### config.mk
export PLATFORM = sky130hd
export DESIGN_NAME = serial_dma_control
export DESIGN_NICKNAME = d
export VERILOG_FILES = /design/src/hdl/serial_dma_pkg.sv /design/src/hdl/dma_event_flags_reg.sv /design/src/hdl/dma_request_gate.sv /design/src/hdl/serial_dma_control.sv
export SDC_FILE = /design/constraint.sdc
export NUM_CORES = 1
export LEC_CHECK = 0
export BUFFER_PORTS_ARGS = -buffer_cell sky130_fd_sc_hd__buf_2
export CAP_MARGIN = 20
export CORE_MARGIN = 4
export CORE_UTILIZATION = 45
export CTS_CLUSTER_DIAMETER = 100
export DETAILED_ROUTE_END_ITERATION = 7
export GPL_ROUTABILITY_DRIVEN = 0
export PLACE_DENSITY = 0.83
export SYNTH_ARGS = -nofsm -noshare
export SYNTH_HDL_FRONTEND = slang
export SYNTH_SLANG_ARGS = --single-unit
### constraint.sdc
create_clock -name mclk -period 3.9 [get_ports mclk]
set_input_delay 0.39 -clock mclk [delete_from_list [all_inputs] [get_ports mclk]]
set_output_delay 0.39 -clock mclk [all_outputs]
set_load 0.01 [all_outputs]
### src/hdl/serial_dma_pkg.sv
// Constants, field layout and types shared by the serial DMA control logic.
// Assumes one synchronous clock domain and a simple selected register port.
package serial_dma_pkg;

	// -----------------------------------------------------------------
	// Register selection
	// -----------------------------------------------------------------
	localparam logic [1:0] REG_CONFIG = 2'h0;
	localparam logic [1:0] REG_FLAGS = 2'h1;
	localparam logic [1:0] REG_FAULT = 2'h2;

	// -----------------------------------------------------------------
	// Configuration register layout
	// -----------------------------------------------------------------
	localparam int CFG_WIDTH = 16;
	localparam logic [15:0] CFG_RESET = 16'h0000;
	localparam logic [15:0] CFG_WRITABLE = 16'h677b;
	localparam int HALT_SEL_LSB = 13;
	localparam int SERVICE_MASK_LSB = 8;
	localparam int ARB_ID_LSB = 4;
	localparam int TEST_IE_BIT = 3;
	localparam int ERROR_IE_BIT = 1;
	localparam int BKPT_IE_BIT = 0;

	localparam logic [1:0] HALT_IGNORE = 2'h0;
	localparam logic [1:0] HALT_FREEZE = 2'h2;

	// -----------------------------------------------------------------
	// Event register layout
	// -----------------------------------------------------------------
	localparam int FLAG_WIDTH = 8;
	localparam logic [7:0] FLAG_RESET = 8'h00;
	localparam logic [7:0] FLAG_IMPLEMENTED = 8'h07;
	localparam int BKPT_FLAG_BIT = 0;
	localparam int BERR_FLAG_BIT = 1;
	localparam int TEST_FLAG_BIT = 2;

	localparam int ADDR_WIDTH = 32;
	localparam logic [31:0] DATA_ZERO = 32'h0000_0000;

	// -----------------------------------------------------------------
	// Bus ownership states
	// -----------------------------------------------------------------
	typedef enum logic [1:0] {
		OWN_IDLE = 2'b00,
		OWN_REQUEST = 2'b01,
		OWN_TRANSFER = 2'b10,
		OWN_STOPPED = 2'b11
	} own_state_t;

endpackage : serial_dma_pkg

### src/hdl/dma_event_flags_reg.sv
// Write-one-to-clear event register for the serial DMA channels.
// Assumes set strobes and write strobe are synchronous single-cycle pulses.
`timescale 1ns/1ns
module dma_event_flags_reg
	import serial_dma_pkg::*;
(
	input wire logic mclk,
	input wire logic sys_rst,
	input wire logic [7:0] setEvents,
	input wire logic clearWrite,
	input wire logic [7:0] clearData,
	output logic [7:0] flags
);

	// -----------------------------------------------------------------
	// Flag storage, set wins over clear
	// -----------------------------------------------------------------
	always_ff @(posedge mclk) begin
		if (sys_rst) begin
			flags <= FLAG_RESET;
		end else if (clearWrite) begin
			flags <= ((flags & ~clearData) | setEvents) & FLAG_IMPLEMENTED;
		end else begin
			flags <= (flags | setEvents) & FLAG_IMPLEMENTED;
		end
	end
endmodule : dma_event_flags_reg

### src/hdl/dma_request_gate.sv
// Decides whether the serial DMA channels may hold a bus request this cycle.
// Assumes the service level and halt input are synchronous to mclk.
`timescale 1ns/1ns
module dma_request_gate
	import serial_dma_pkg::*;
(
	input wire logic [1:0] haltSelect,
	input wire logic debugHalt,
	input wire logic [2:0] serviceLevel,
	input wire logic [2:0] serviceMask,
	output logic frozen,
	output logic preempted
);

	// -----------------------------------------------------------------
	// Hold-off terms
	// -----------------------------------------------------------------
	always_comb begin
		frozen = (haltSelect == HALT_FREEZE) && debugHalt;
		preempted = serviceLevel > serviceMask;
	end

endmodule : dma_request_gate

### src/hdl/serial_dma_control.sv
// Shared control and status logic of the fourteen serial DMA channels.
// Assumes a synchronous register port and an internal bus with grant and end-of-cycle strobes.
//
// Overview of operation
// - 16-bit configuration shared by all channels, supervisor access only, zero at reset.
// - Configuration bits 15, 12, 11, 7 and 2 are reserved.
// - Halt select 00 ignores debug halt, 10 freezes on next bus cycle.
// - While frozen the bus request stays low until halt drops or reset.
// - Service level above mask releases bus and drops request until level falls.
// - Arbitration priority field, zero lowest, seven highest.
// - Error interrupt enable plus source mask raise interrupt on bus error.
// - Breakpoint interrupt enable gates interrupt; the flag sets regardless.
// - Higher-level interrupt stops activity at once, else after current transfer.
// - 8-bit event register sets flags regardless of enables; bits 7-3 reserved.
// - Event register readable in supervisor mode only, write one clears, reset clears all.
// - Bus error flag sets on failed channel cycle; fault address readable.
// - Breakpoint flag sets on breakpoint during a transfer; cleared by one.
// - Factory test flag clears on written one, ignores written zero.
// - 32-bit read-only fault address, zero after reset.
// - After a bus error all processor activity stops until processor reset.
// - A channel holds the bus for one long-word transfer, then releases.
`timescale 1ns/1ns
module serial_dma_control
	import serial_dma_pkg::*;
(
	input wire logic mclk,
	input wire logic sys_rst,
	input wire logic regSupervisor,
	input wire logic regWrite,
	input wire logic regRead,
	input wire logic [1:0] regSelect,
	input wire logic [15:0] regWriteData,
	output logic [31:0] regReadData,
	input wire logic channelNeedsBus,
	input wire logic busGrant,
	input wire logic cycleDone,
	input wire logic longWordDone,
	input wire logic busError,
	input wire logic [31:0] accessAddress,
	input wire logic breakpoint,
	input wire logic testEvent,
	input wire logic debugHalt,
	input wire logic [2:0] serviceLevel,
	input wire logic sourceMaskBit,
	input wire logic processorReset,
	output logic busRequest,
	output logic busOwner,
	output logic [2:0] arbitrationId,
	output logic interruptRequest,
	output logic activityStopped
);

	// -----------------------------------------------------------------
	// Helpers
	// -----------------------------------------------------------------
	function automatic logic [2:0] field3(input logic [15:0] cfg, input int lsb);
		field3 = cfg[lsb +: 3];
	endfunction : field3

	function automatic logic accessOk(input logic strobe, input logic supervisor);
		accessOk = strobe && supervisor;
	endfunction : accessOk

	logic [15:0] channelConfig;
	logic [31:0] faultAddress;
	logic [7:0] flags;
	logic [7:0] setEvents;
	own_state_t state;
	own_state_t next_state;
	logic frozen;
	logic preempted;
	logic ownedError;
	logic ownedBreak;
	logic cfgWrite;
	logic flagWrite;
	logic next_busRequest;
	logic next_busOwner;
	logic next_interrupt;
	logic [31:0] next_readData;

	assign cfgWrite = accessOk(regWrite, regSupervisor) && (regSelect == REG_CONFIG);
	assign flagWrite = accessOk(regWrite, regSupervisor) && (regSelect == REG_FLAGS);
	assign ownedError = busOwner && busError;
	assign ownedBreak = busOwner && breakpoint;

	// -----------------------------------------------------------------
	// Configuration register
	// -----------------------------------------------------------------
	always_ff @(posedge mclk) begin
		if (sys_rst) begin
			channelConfig <= CFG_RESET;
		end else if (cfgWrite) begin
			channelConfig <= regWriteData & CFG_WRITABLE;
		end
	end

	always_ff @(posedge mclk) begin
		if (sys_rst) begin
			arbitrationId <= 3'h0;
		end else begin
			arbitrationId <= field3(channelConfig, ARB_ID_LSB);
		end
	end

	// -----------------------------------------------------------------
	// Request gating and events
	// -----------------------------------------------------------------
	dma_request_gate dma_request_gate_inst (
		.haltSelect(channelConfig[HALT_SEL_LSB +: 2]),
		.debugHalt(debugHalt),
		.serviceLevel(serviceLevel),
		.serviceMask(field3(channelConfig, SERVICE_MASK_LSB)),
		.frozen(frozen),
		.preempted(preempted)
	);

	always_comb begin
		setEvents = 8'h00;
		setEvents[BERR_FLAG_BIT] = ownedError;
		setEvents[BKPT_FLAG_BIT] = ownedBreak;
		setEvents[TEST_FLAG_BIT] = testEvent;
	end

	dma_event_flags_reg dma_event_flags_reg_inst (
		.mclk(mclk),
		.sys_rst(sys_rst),
		.setEvents(setEvents),
		.clearWrite(flagWrite),
		.clearData(regWriteData[7:0]),
		.flags(flags)
	);

	// -----------------------------------------------------------------
	// Fault address capture
	// -----------------------------------------------------------------
	always_ff @(posedge mclk) begin
		if (sys_rst) begin
			faultAddress <= DATA_ZERO;
		end else if (ownedError) begin
			faultAddress <= accessAddress;
		end
	end

	// -----------------------------------------------------------------
	// Processor stop after bus error
	// -----------------------------------------------------------------
	always_ff @(posedge mclk) begin
		if (sys_rst) begin
			activityStopped <= 1'b0;
		end else if (ownedError) begin
			activityStopped <= 1'b1;
		end else if (processorReset) begin
			activityStopped <= 1'b0;
		end
	end

	// -----------------------------------------------------------------
	// Bus ownership sequence
	// -----------------------------------------------------------------
	always_comb begin
		next_state = state;
		unique case (state)
			OWN_IDLE: begin
				if (channelNeedsBus && !activityStopped) begin
					next_state = OWN_REQUEST;
				end
			end
			OWN_REQUEST: begin
				if (activityStopped) begin
					next_state = OWN_STOPPED;
				end else if (busGrant && busRequest && !frozen && !preempted) begin
					next_state = OWN_TRANSFER;
				end
			end
			OWN_TRANSFER: begin
				if (busError) begin
					next_state = OWN_STOPPED;
				end else if (longWordDone) begin
					next_state = OWN_IDLE;
				end else if (preempted) begin
					next_state = OWN_REQUEST;
				end else if (frozen && cycleDone) begin
					next_state = OWN_REQUEST;
				end
			end
			OWN_STOPPED: begin
				if (processorReset && !activityStopped) begin
					next_state = OWN_IDLE;
				end else if (!activityStopped) begin
					next_state = OWN_IDLE;
				end
			end
		endcase
	end

	always_ff @(posedge mclk) begin
		if (sys_rst) begin
			state <= OWN_IDLE;
		end else begin
			state <= next_state;
		end
	end

	always_comb begin
		next_busOwner = next_state == OWN_TRANSFER;
		next_busRequest = (next_state == OWN_REQUEST) && !frozen && !preempted
			&& !activityStopped && !ownedError;
	end

	always_ff @(posedge mclk) begin
		if (sys_rst) begin
			busRequest <= 1'b0;
			busOwner <= 1'b0;
		end else begin
			busRequest <= next_busRequest;
			busOwner <= next_busOwner;
		end
	end

	// -----------------------------------------------------------------
	// Interrupt request
	// -----------------------------------------------------------------
	always_comb begin
		next_interrupt = sourceMaskBit && (
			(flags[BERR_FLAG_BIT] && channelConfig[ERROR_IE_BIT]) ||
			(flags[BKPT_FLAG_BIT] && channelConfig[BKPT_IE_BIT]) ||
			(flags[TEST_FLAG_BIT] && channelConfig[TEST_IE_BIT]));
	end

	always_ff @(posedge mclk) begin
		if (sys_rst) begin
			interruptRequest <= 1'b0;
		end else begin
			interruptRequest <= next_interrupt;
		end
	end

	// -----------------------------------------------------------------
	// Register read port
	// -----------------------------------------------------------------
	always_comb begin
		next_readData = DATA_ZERO;
		if (accessOk(regRead, regSupervisor)) begin
			unique case (regSelect)
				REG_CONFIG: next_readData = {16'h0000, channelConfig};
				REG_FLAGS: next_readData = {24'h000000, flags};
				REG_FAULT: next_readData = faultAddress;
				default: next_readData = DATA_ZERO;
			endcase
		end
	end

	always_ff @(posedge mclk) begin
		if (sys_rst) begin
			regReadData <= DATA_ZERO;
		end else begin
			regReadData <= next_readData;
		end
	end
endmodule : serial_dma_control

Word-level counts from Yosys, hierarchy flattened
Index checks and enable logic that the tools add are counted.
W data, S select, Z words.
{"block": "word_totals", "register_bits": 87, "inputBits": 68, "out_inout_bits": 39}
{"block": "classes", "magnitude_cmp": 1, "bitwise_logic": 5, "n_eq_ne": 8, "reduce_logical": 31, "mux": 14}
{"op": "$pmux W32 S3", "n": 1}
{"op": "$logic_and A1 B1 Y1", "n": 21}
{"op": "$mux W2", "n": 9}
{"op": "$eq A2 B2 Y1 const B", "n": 5}
{"op": "$pmux W2 S4", "n": 1}
{"op": "$eq A2 B1 Y1 const B", "n": 3}
{"op": "$or A3 B3 Y3", "n": 2}
{"op": "$logic_not A1 Y1", "n": 4}
{"op": "$logic_not A2 Y1", "n": 2}
{"op": "$and A3 B3 Y3", "n": 1}
{"op": "$gt A3 B3 Y1", "n": 1}
{"op": "$mux W3", "n": 1}
{"op": "$not A3 Y3", "n": 1}
{"op": "$logic_or A1 B1 Y1", "n": 2}
{"op": "$mux W1", "n": 2}
{"op": "$reduce_bool A2 Y1", "n": 1}
{"op": "$reduce_or A2 Y1", "n": 1}
{"op": "$not A1 Y1", "n": 1}

Longest topological paths before layout
Gate-level depths: netlist of run 1.
{"block": "depth", "depth_word": 13, "mapped_depth": 7, "ltp_nobuf": 7}

Hierarchy
A second synthesis of run 1 with hierarchy kept.
{"block": "unflattened", "cells_unflattened": 357, "area_unflattened_um2": 3140.5}
{"module": "serial_dma_control", "cells_per_inst": 327, "area_each_um2": 2910.3, "n_inst": 1}
{"module": "dma_event_flags_reg", "cells_per_inst": 18, "area_each_um2": 150.1, "n_inst": 1}
{"module": "dma_request_gate", "cells_per_inst": 12, "area_each_um2": 80.1, "n_inst": 1}

Worst setup path after synthesis of run 1
Ideal clock, no wire load.
{"block": "synth_timing", "path_type": "in2reg", "from": "input serviceLevel[2]", "to": "register busOwner", "slack_ps": 2193, "arrival_ps": 1647, "required_ps": 3840, "path_stages": 6, "path_cell_list": "ha_1 and3b_1 o21ai_4 a21oi_1 o32ai_1 and2_1"}
{"block": "synth_via", "elab_chain_cells": 7}
{"item": "from (decl)", "line": "serial_dma_control.sv:43", "rtl": "input wire logic [2:0] serviceLevel,"}
{"item": "$gt A3 B3 Y1 (*)", "line": "dma_request_gate.sv:20", "rtl": "preempted = serviceLevel > serviceMask;"}
{"item": "$logic_not A1 Y1", "line": "serial_dma_control.sv:171", "rtl": "end else if (busGrant && busRequest && !frozen && !preempted) begin"}
{"item": "$logic_and A1 B1 Y1", "line": "serial_dma_control.sv:171"}
{"item": "$mux W2", "line": "serial_dma_control.sv:171"}
{"item": "$mux W2", "line": "serial_dma_control.sv:169", "rtl": "if (activityStopped) begin"}
{"item": "$pmux W2 S4 (*)", "line": "serial_dma_control.sv:162", "rtl": "unique case (state)"}
{"item": "$eq A2 B2 Y1 (*)", "line": "serial_dma_control.sv:205", "rtl": "next_busOwner = next_state == OWN_TRANSFER;"}
{"item": "to (signal assigned)", "line": "serial_dma_control.sv:216", "rtl": "busOwner <= next_busOwner;"}
{"item": "to (decl)", "line": "serial_dma_control.sv:47", "rtl": "output logic busOwner,"}
Mark *: on every way between the ends. The rest lies on a longest branch, timed or not.
A chain may end at the register's enable or synchronous reset.

Worst setup path in the final report of run 1
{"block": "layout_timing", "from": "register channelConfig[10]", "to": "register busOwner"}
{"block": "layout_via", "elab_chain_cells": 7}
{"item": "from (decl)", "line": "serial_dma_control.sv:64", "rtl": "logic [15:0] channelConfig;"}
{"item": "from (signal assigned)", "line": "serial_dma_control.sv:93", "rtl": "channelConfig <= regWriteData & CFG_WRITABLE;"}
{"item": "$gt A3 B3 Y1 (*)", "line": "dma_request_gate.sv:20"}
{"item": "$logic_not A1 Y1", "line": "serial_dma_control.sv:171"}
{"item": "$logic_and A1 B1 Y1", "line": "serial_dma_control.sv:171"}
{"item": "$mux W2", "line": "serial_dma_control.sv:171"}
{"item": "$mux W2", "line": "serial_dma_control.sv:169"}
{"item": "$pmux W2 S4 (*)", "line": "serial_dma_control.sv:162"}
{"item": "$eq A2 B2 Y1 (*)", "line": "serial_dma_control.sv:205"}
Marks and branches as above.

==> flow_summary.toml, run 1 <==
[clock_tree]
hold_buffers = 0
clkSlewWorstSetupHoldPaths_ns = 0.08
clock_tree.root_cell = "clkbuf_8"
clkSinkCount = 87
clk_latency_ns = 0.34
cts_buffers = 9
cts_tree = "built"
clk_path_buf_depth = 2
htreeDepth = 3
post-cts-setup-buffer-count = 0
ctsResizeCount = 0

[yosys]
synthArstFlopShare = 0
avgSynthCellArea_um2 = 8.80
yosys_warnings = 0
yosys.area.top_type = "dfxtp_1"
synth_top_flop_cell = "dfxtp_1"
synth_edf_count = 0
ys_seq_elements = 87
postSynthCellCount = 348
ys_seq_area_frac = 0.569
synth_nets = 419
synth_top_area_frac = 0.569
synth_area_um2 = 3060
yosysUniqueCellTypes = 32
ys_top_cells_by_area = "dfxtp_1 57%, nand2_1 12%, a21oi_1 8.3%"

[cells_and_area]
final_nets = 515
final_layout_size_suffix_gt1_frac = 0.276
fillerInstances = 586
postLayoutCoreUtil = 0.591
syn_to_final_growth_pct = 25.3
instances_no_fill = 526
diodes = 0
final_area_um2 = 3840

[place]
dp_cells = 508
placement.io_buffers = 102
place_worst_setup_slack_ns = 1.52
placed_cell_area_um2 = 3600
dp_hpwl_mm = 5.03

[timing]
fmax_mhz = 538
fin_ws_ns = 2.04
setup_tns_ns = 0
finalCriticalPeriod_ns = 1.86
holdWs_ns = 0.284
rsz0062_at_grt = "false"
post-route-period-util = 0.476
slew_headroom = 0.330
fin_skew_ns = 0.00642
setup_viol_count_final = 0
slew_violations = 0
hold_viol = 0
tightest_slew_ns = 1.01

[hold_path]
min_path_type = "in -> reg"
hp-start = "accessAddress[5]"
min_to = "faultAddress[5]"
min_path_cells = 3

[grt]
antenna_found_initial = 0
grt_pass1_vias = 2617
grt_pass1_wl_mm = 11.7
grt_max_degree = 56
grt_usage = 0.174
overflow = 0

[setup_path]
slowest_delay_ns = 0.38
crit_type = "reg -> reg"
crit_path_end_kind = "flop"
reg2reg_slack_ns = 2.04
timing.rr.start = "channelConfig[10]"
crit_path_start_kind = "flop"
r2r-end = "busOwner"
cp.required_ns = 4.18
slowest_stage = "o32ai_1"
cp_max_fo = 5
path_cells = "inv_1 > ha_1 > and3b_1 > o21ai_4 > a21oi_1 > o32ai_1 > and2_1"
cp.arrival_ns = 2.14
r2r_cells = 7

[pwr]
p_leak_nw = 1.64
power_density_nw_per_um2 = 426
ir_worst_vdd_mv = 0.205
total_power_mw = 1.63

[route]
drcViolationCount = 0
post_drt_wl_per_cell_um = 13.4
ant_nets = 0
avgViaCountPerCell = 4.89
drt-initial-drc-count = 98
num_vias = 2573
wirelength_mm = 7.02
first_pass_iters = 4

[die]
ios = 107
fp.dieH_um = 90.5
fp.dieArea_um2 = 8190
rows = 29
initial_utilization = 0.472
coreArea_um2 = 6490
die_w_um = 90.5

[job]
maxCapViolCount = 0

[run_status]
status = "finished, final reports clean"
==> worst max-delay path by stage <==
stage / startpoint / endpoint / slack, ns / depth (start not counted)
global route: channelConfig[10] / busRequest / 1.91 / 7
finish: channelConfig[10] / busOwner / 2.04 / 7
detailed placement: sys_rst / regReadData[7] / 1.52 / 4
CTS: sys_rst / regReadData[20] / 1.85 / 4
global placement: sys_rst / regReadData[30] / 1.63 / 4
floorplan: serviceLevel[2] / busOwner / 2.19 / 6
==> report_power, final <==
group	internal, mW	switching, mW	total [mW]
Combinational	0.0380	0.0410	0.0790
Sequential	0.893	0.00437	0.897
Clock	0.363	0.295	0.657
Total	1.29	0.340	1.63
==> cells by family after synthesis <==
logic type      Yosys count  synth area share
simple gates            162             0.239
flops                    87             0.569
compound gates           61             0.114
buf+inv                  24            0.0302
mux                      11            0.0359
fa+ha+maj                 3            0.0123
==> sequential cells by signal, indices dropped and copies added, names as in the netlist <==
register                        count
busRequest                          1
dma_event_flags_reg_inst.flags      3
state                               2
regReadData                        32
faultAddress                       32
activityStopped                     1
interruptRequest                    1
channelConfig                      11
busOwner                            1
arbitrationId                       3
==> metal layers <==
layer | GRT usage | vias to the layer above | share of wire
li1 | - | 1322 | -
met1 | 0.196 | 1164 | 0.41
met2 | 0.306 | 77 | 0.51
met3 | 0.0450 | 10 | 0.063
met4 | 0.0778 | 0 | 0.018
met5 | 0 | - | 0
==> cell type report <==
class,instances,area (um^2),share of cell area
Sequential cell,87,1740,0.454
Multi-Input combinational cell,237,1230,0.320
Timing Repair Buffer,106,548,0.143
Clock buffer,11,131,0.0342
Tap cell,77,96.3,0.0251
Clock inverter,5,81.3,0.0212
Inverter,3,11.3,0.00293
==> critical path: cells and delay by family (launching register included) <==
family	cells	cell delay, ns
AND/OR/NAND/NOR	2	0.41
adder cells (fa/ha/maj)	1	0.30
flip-flops	1	0.36
buffers and inverters	1	0.06
AO/OA/AOI/OAI	3	0.68
==> cells in the mapped netlist (all sizes together), types with 2 or more instances <==
| cell type | count |
|---|---|
| and2 | 22 |
| and3b | 2 |
| nor2b | 5 |
| ha | 3 |
| nor3 | 4 |
| dfxtp | 87 |
| nor2 | 20 |
| nor3b | 2 |
| nand3b | 3 |
| inv | 3 |
| buf | 3 |
| nand2 | 95 |
| mux2i | 11 |
| o21ai | 2 |
| nand2b | 3 |
| a21oi | 52 |
| clkbuf | 18 |
| nand3 | 3 |
==> placed cells by master, fill, tap and decap left out, drive strengths merged <==
cell type / n
a21o: 1
a21oi: 52
a222oi: 1
a22oi: 1
a2bb2oi: 1
a31oi: 1
a41oi: 1
and2: 22
and3b: 2
buf: 106
bufinv: 2
clkbuf: 11
clkinv: 1
clkinvlp: 1
dfxtp: 87
ha: 3
inv: 4
mux2i: 11
nand2: 95
nand2b: 3
nand3: 3
nand3b: 3
nor2: 20
nor2b: 5
nor3: 4
nor3b: 2
o21ai: 2
o32ai: 1
or2: 1
or3: 1
or3b: 1
Note: power is estimated with default switching activity, not from simulation.
==> run 2: changes to the inputs <==
- CORE_UTILIZATION: 45 -> 44
- PLACE_DENSITY: 0.83 -> 0.85
- clock period: 3.9 -> 1.7 ns (I/O delays scaled with it)
==> run 2 against run 1 <==
Against the previous run:
- setup slack lost 2.0 ns
- sequential share of layout area shrank 0.98 points
- cell area grew 2.3%
- final cell count grew 4.8%
- wire length grew 1.7%
- worst hold slack lost 0.24 ns
- critical path depth is the same
- die area grew 2.1%
- global-route usage is essentially flat
- clock skew grew 0.0031 ns
- critical path type unchanged
- largest cell class unchanged
==> flow_summary.toml, run 2 (same netlist as run 1, synthesis figures left out) <==
[setup_path]
cp.required_ns = 1.98
reg2reg_slack_ns = 0.04
r2r-end = "busOwner"
cp.arrival_ns = 1.95
timing.rr.start = "channelConfig[9]"
cp_max_fo = 5
crit_path_start_kind = "flop"
cp_top_family = "compound AO/OA/AOI/OAI gates"
crit_type = "reg -> reg"
slowest_delay_ns = 0.34
worst-path-buf-inv = 1
r2r_cells = 7
path_cells = "inv_2 > ha_4 > and3b_2 > o21ai_4 > a21oi_2 > o32ai_2 > and2_1"
crit_path_end_kind = "flop"
slowest_stage = "dfxtp_2"

[die]
ios = 107
die_w_um = 91.4
rows = 30
initial_utilization = 0.451
fp.dieH_um = 91.4
coreArea_um2 = 6790
fp.dieArea_um2 = 8360

[pwr]
total_power_mw = 3.68
ir_worst_vdd_mv = 0.437
power_density_nw_per_um2 = 936
p_leak_nw = 1.67

[grt]
grt_usage = 0.174
overflow = 0
antenna_found_initial = 0
grt_max_degree = 55
grt_pass1_vias = 2560
grt_pass1_wl_mm = 11.5

[place]
dp_hpwl_mm = 5.19
placed_cell_area_um2 = 3690
placement.io_buffers = 102

[route]
drt-initial-drc-count = 93
post_drt_wl_per_cell_um = 13.0
wl_met2_mm = 3.49
wirelength_mm = 7.14
avgViaCountPerCell = 4.74
met3_wirelength_um = 510
routed.top_layer = "met4"
first_pass_iters = 4
route.layer.met1.wl_mm = 3.01
ant_nets = 0
drcViolationCount = 0
num_vias = 2613

[run_status]
status = "finished, final reports clean"

[timing]
tightest_slew_ns = 0.578
setup_viol_count_final = 0
post-route-period-util = 0.978
rsz0062_at_grt = "true"
hold_viol = 0
slew_headroom = 0.615
slew_violations = 0
fin_skew_ns = 0.00948
finalCriticalPeriod_ns = 1.66
fmax_mhz = 602

[cells_and_area]
final_area_um2 = 3930
final_common_cell = "buf_2"
final_nets = 521
diodes = 0
layout_common_cells = "102 x buf_2, 95 x nand2_1, 85 x dfxtp_1"
syn_to_final_growth_pct = 28.3
final_layout_size_suffix_gt1_frac = 0.310
reg_top3 = "faultAddress: 32 flops, regReadData: 32 flops, channelConfig: 11 flops"

[clock_tree]
clk_latency_ns = 0.34
cts_tree = "built"
clkSlewWorstSetupHoldPaths_ns = 0.08
clock_tree.root_cell = "clkbuf_8"
htreeDepth = 3
cts_buffers = 9
clkSinkCount = 87
clk_path_buf_depth = 2
hold_buffers = 0

[hold_path]
hp-start = "testEvent"
min_to = "dma_event_flags_reg_inst.flags[2]"
min_path_type = "in -> reg"
min_path_cells = 3

[job]
maxCapViolCount = 0
[run 2: cell types whose count changed in the layout (fill, tap and decap cells not counted), sizes merged]
cell	change
clkinv	+1
buf	+6
bufinv	-1
[run 2: worst register-to-register path: stages (launching register included)]
cell and delay [ns]:
dfxtp_2 0.34, inv_2 0.04, ha_4 0.20, and3b_2 0.22, o21ai_4 0.21, a21oi_2 0.09
o32ai_2 0.32, and2_1 0.17
[run 2: how the worst max path moves through the flow]
stage / from / to / slack (ns) / depth (start not counted)
after global routing: channelConfig[10] / busOwner / -0.08 / 7
after detailed placement: channelConfig[10] / busOwner / -0.11 / 7
after global placement: channelConfig[10] / busOwner / -0.03 / 7
after floorplan: channelConfig[10] / busOwner / 0.03 / 7
final: channelConfig[9] / busOwner / 0.04 / 7
after CTS: channelConfig[9] / busOwner / 0.03 / 7
[run 2: final cells by class]
cell class	count	area (um^2)
fillers	622	2870
clock inverters	5	56.3
clock buffers	11	141
inverters	3	11.3
flip-flops and latches	87	1740
well taps	96	120
repair buffers	112	586
multi-input cells	237	1270
[run 2: routing by layer]
metal  vias up  GRT usage
met5         -          0
met4         0     0.0666
met3        12     0.0588
met2        85      0.290
met1      1181      0.205
li1       1335          -
[run 2: per-stage QoR]
step / worst slack, ns / TNS, ns / hold WS (ns) / std cells / util
floorplan: 0.0335 / 0 / 0.287 / 348 / -
global placement: -0.0329 / -0.0587 / 0.374 / 535 / 0.543
detailed placement: -0.106 / -0.285 / 0.401 / 535 / 0.543
CTS: 0.0321 / 0 / 0.0274 / 551 / 0.576
global route: -0.0831 / -0.164 / 0.0363 / 551 / 0.578
finish: 0.0377 / 0 / 0.0473 / 551 / 0.578
[run 2: power by group]
| group | switching (mW) | internal, mW |
|---|---|---|
| registers | 0.0101 | 2.05 |
| logic | 0.100 | 0.0958 |
| clock network | 0.700 | 0.720 |
[run 2: repair_timing]
item	CTS	global route
gates resized for setup	4	6
pin swaps	4	6
setup buffers	0	0
endpoints found under the setup margin	3	3
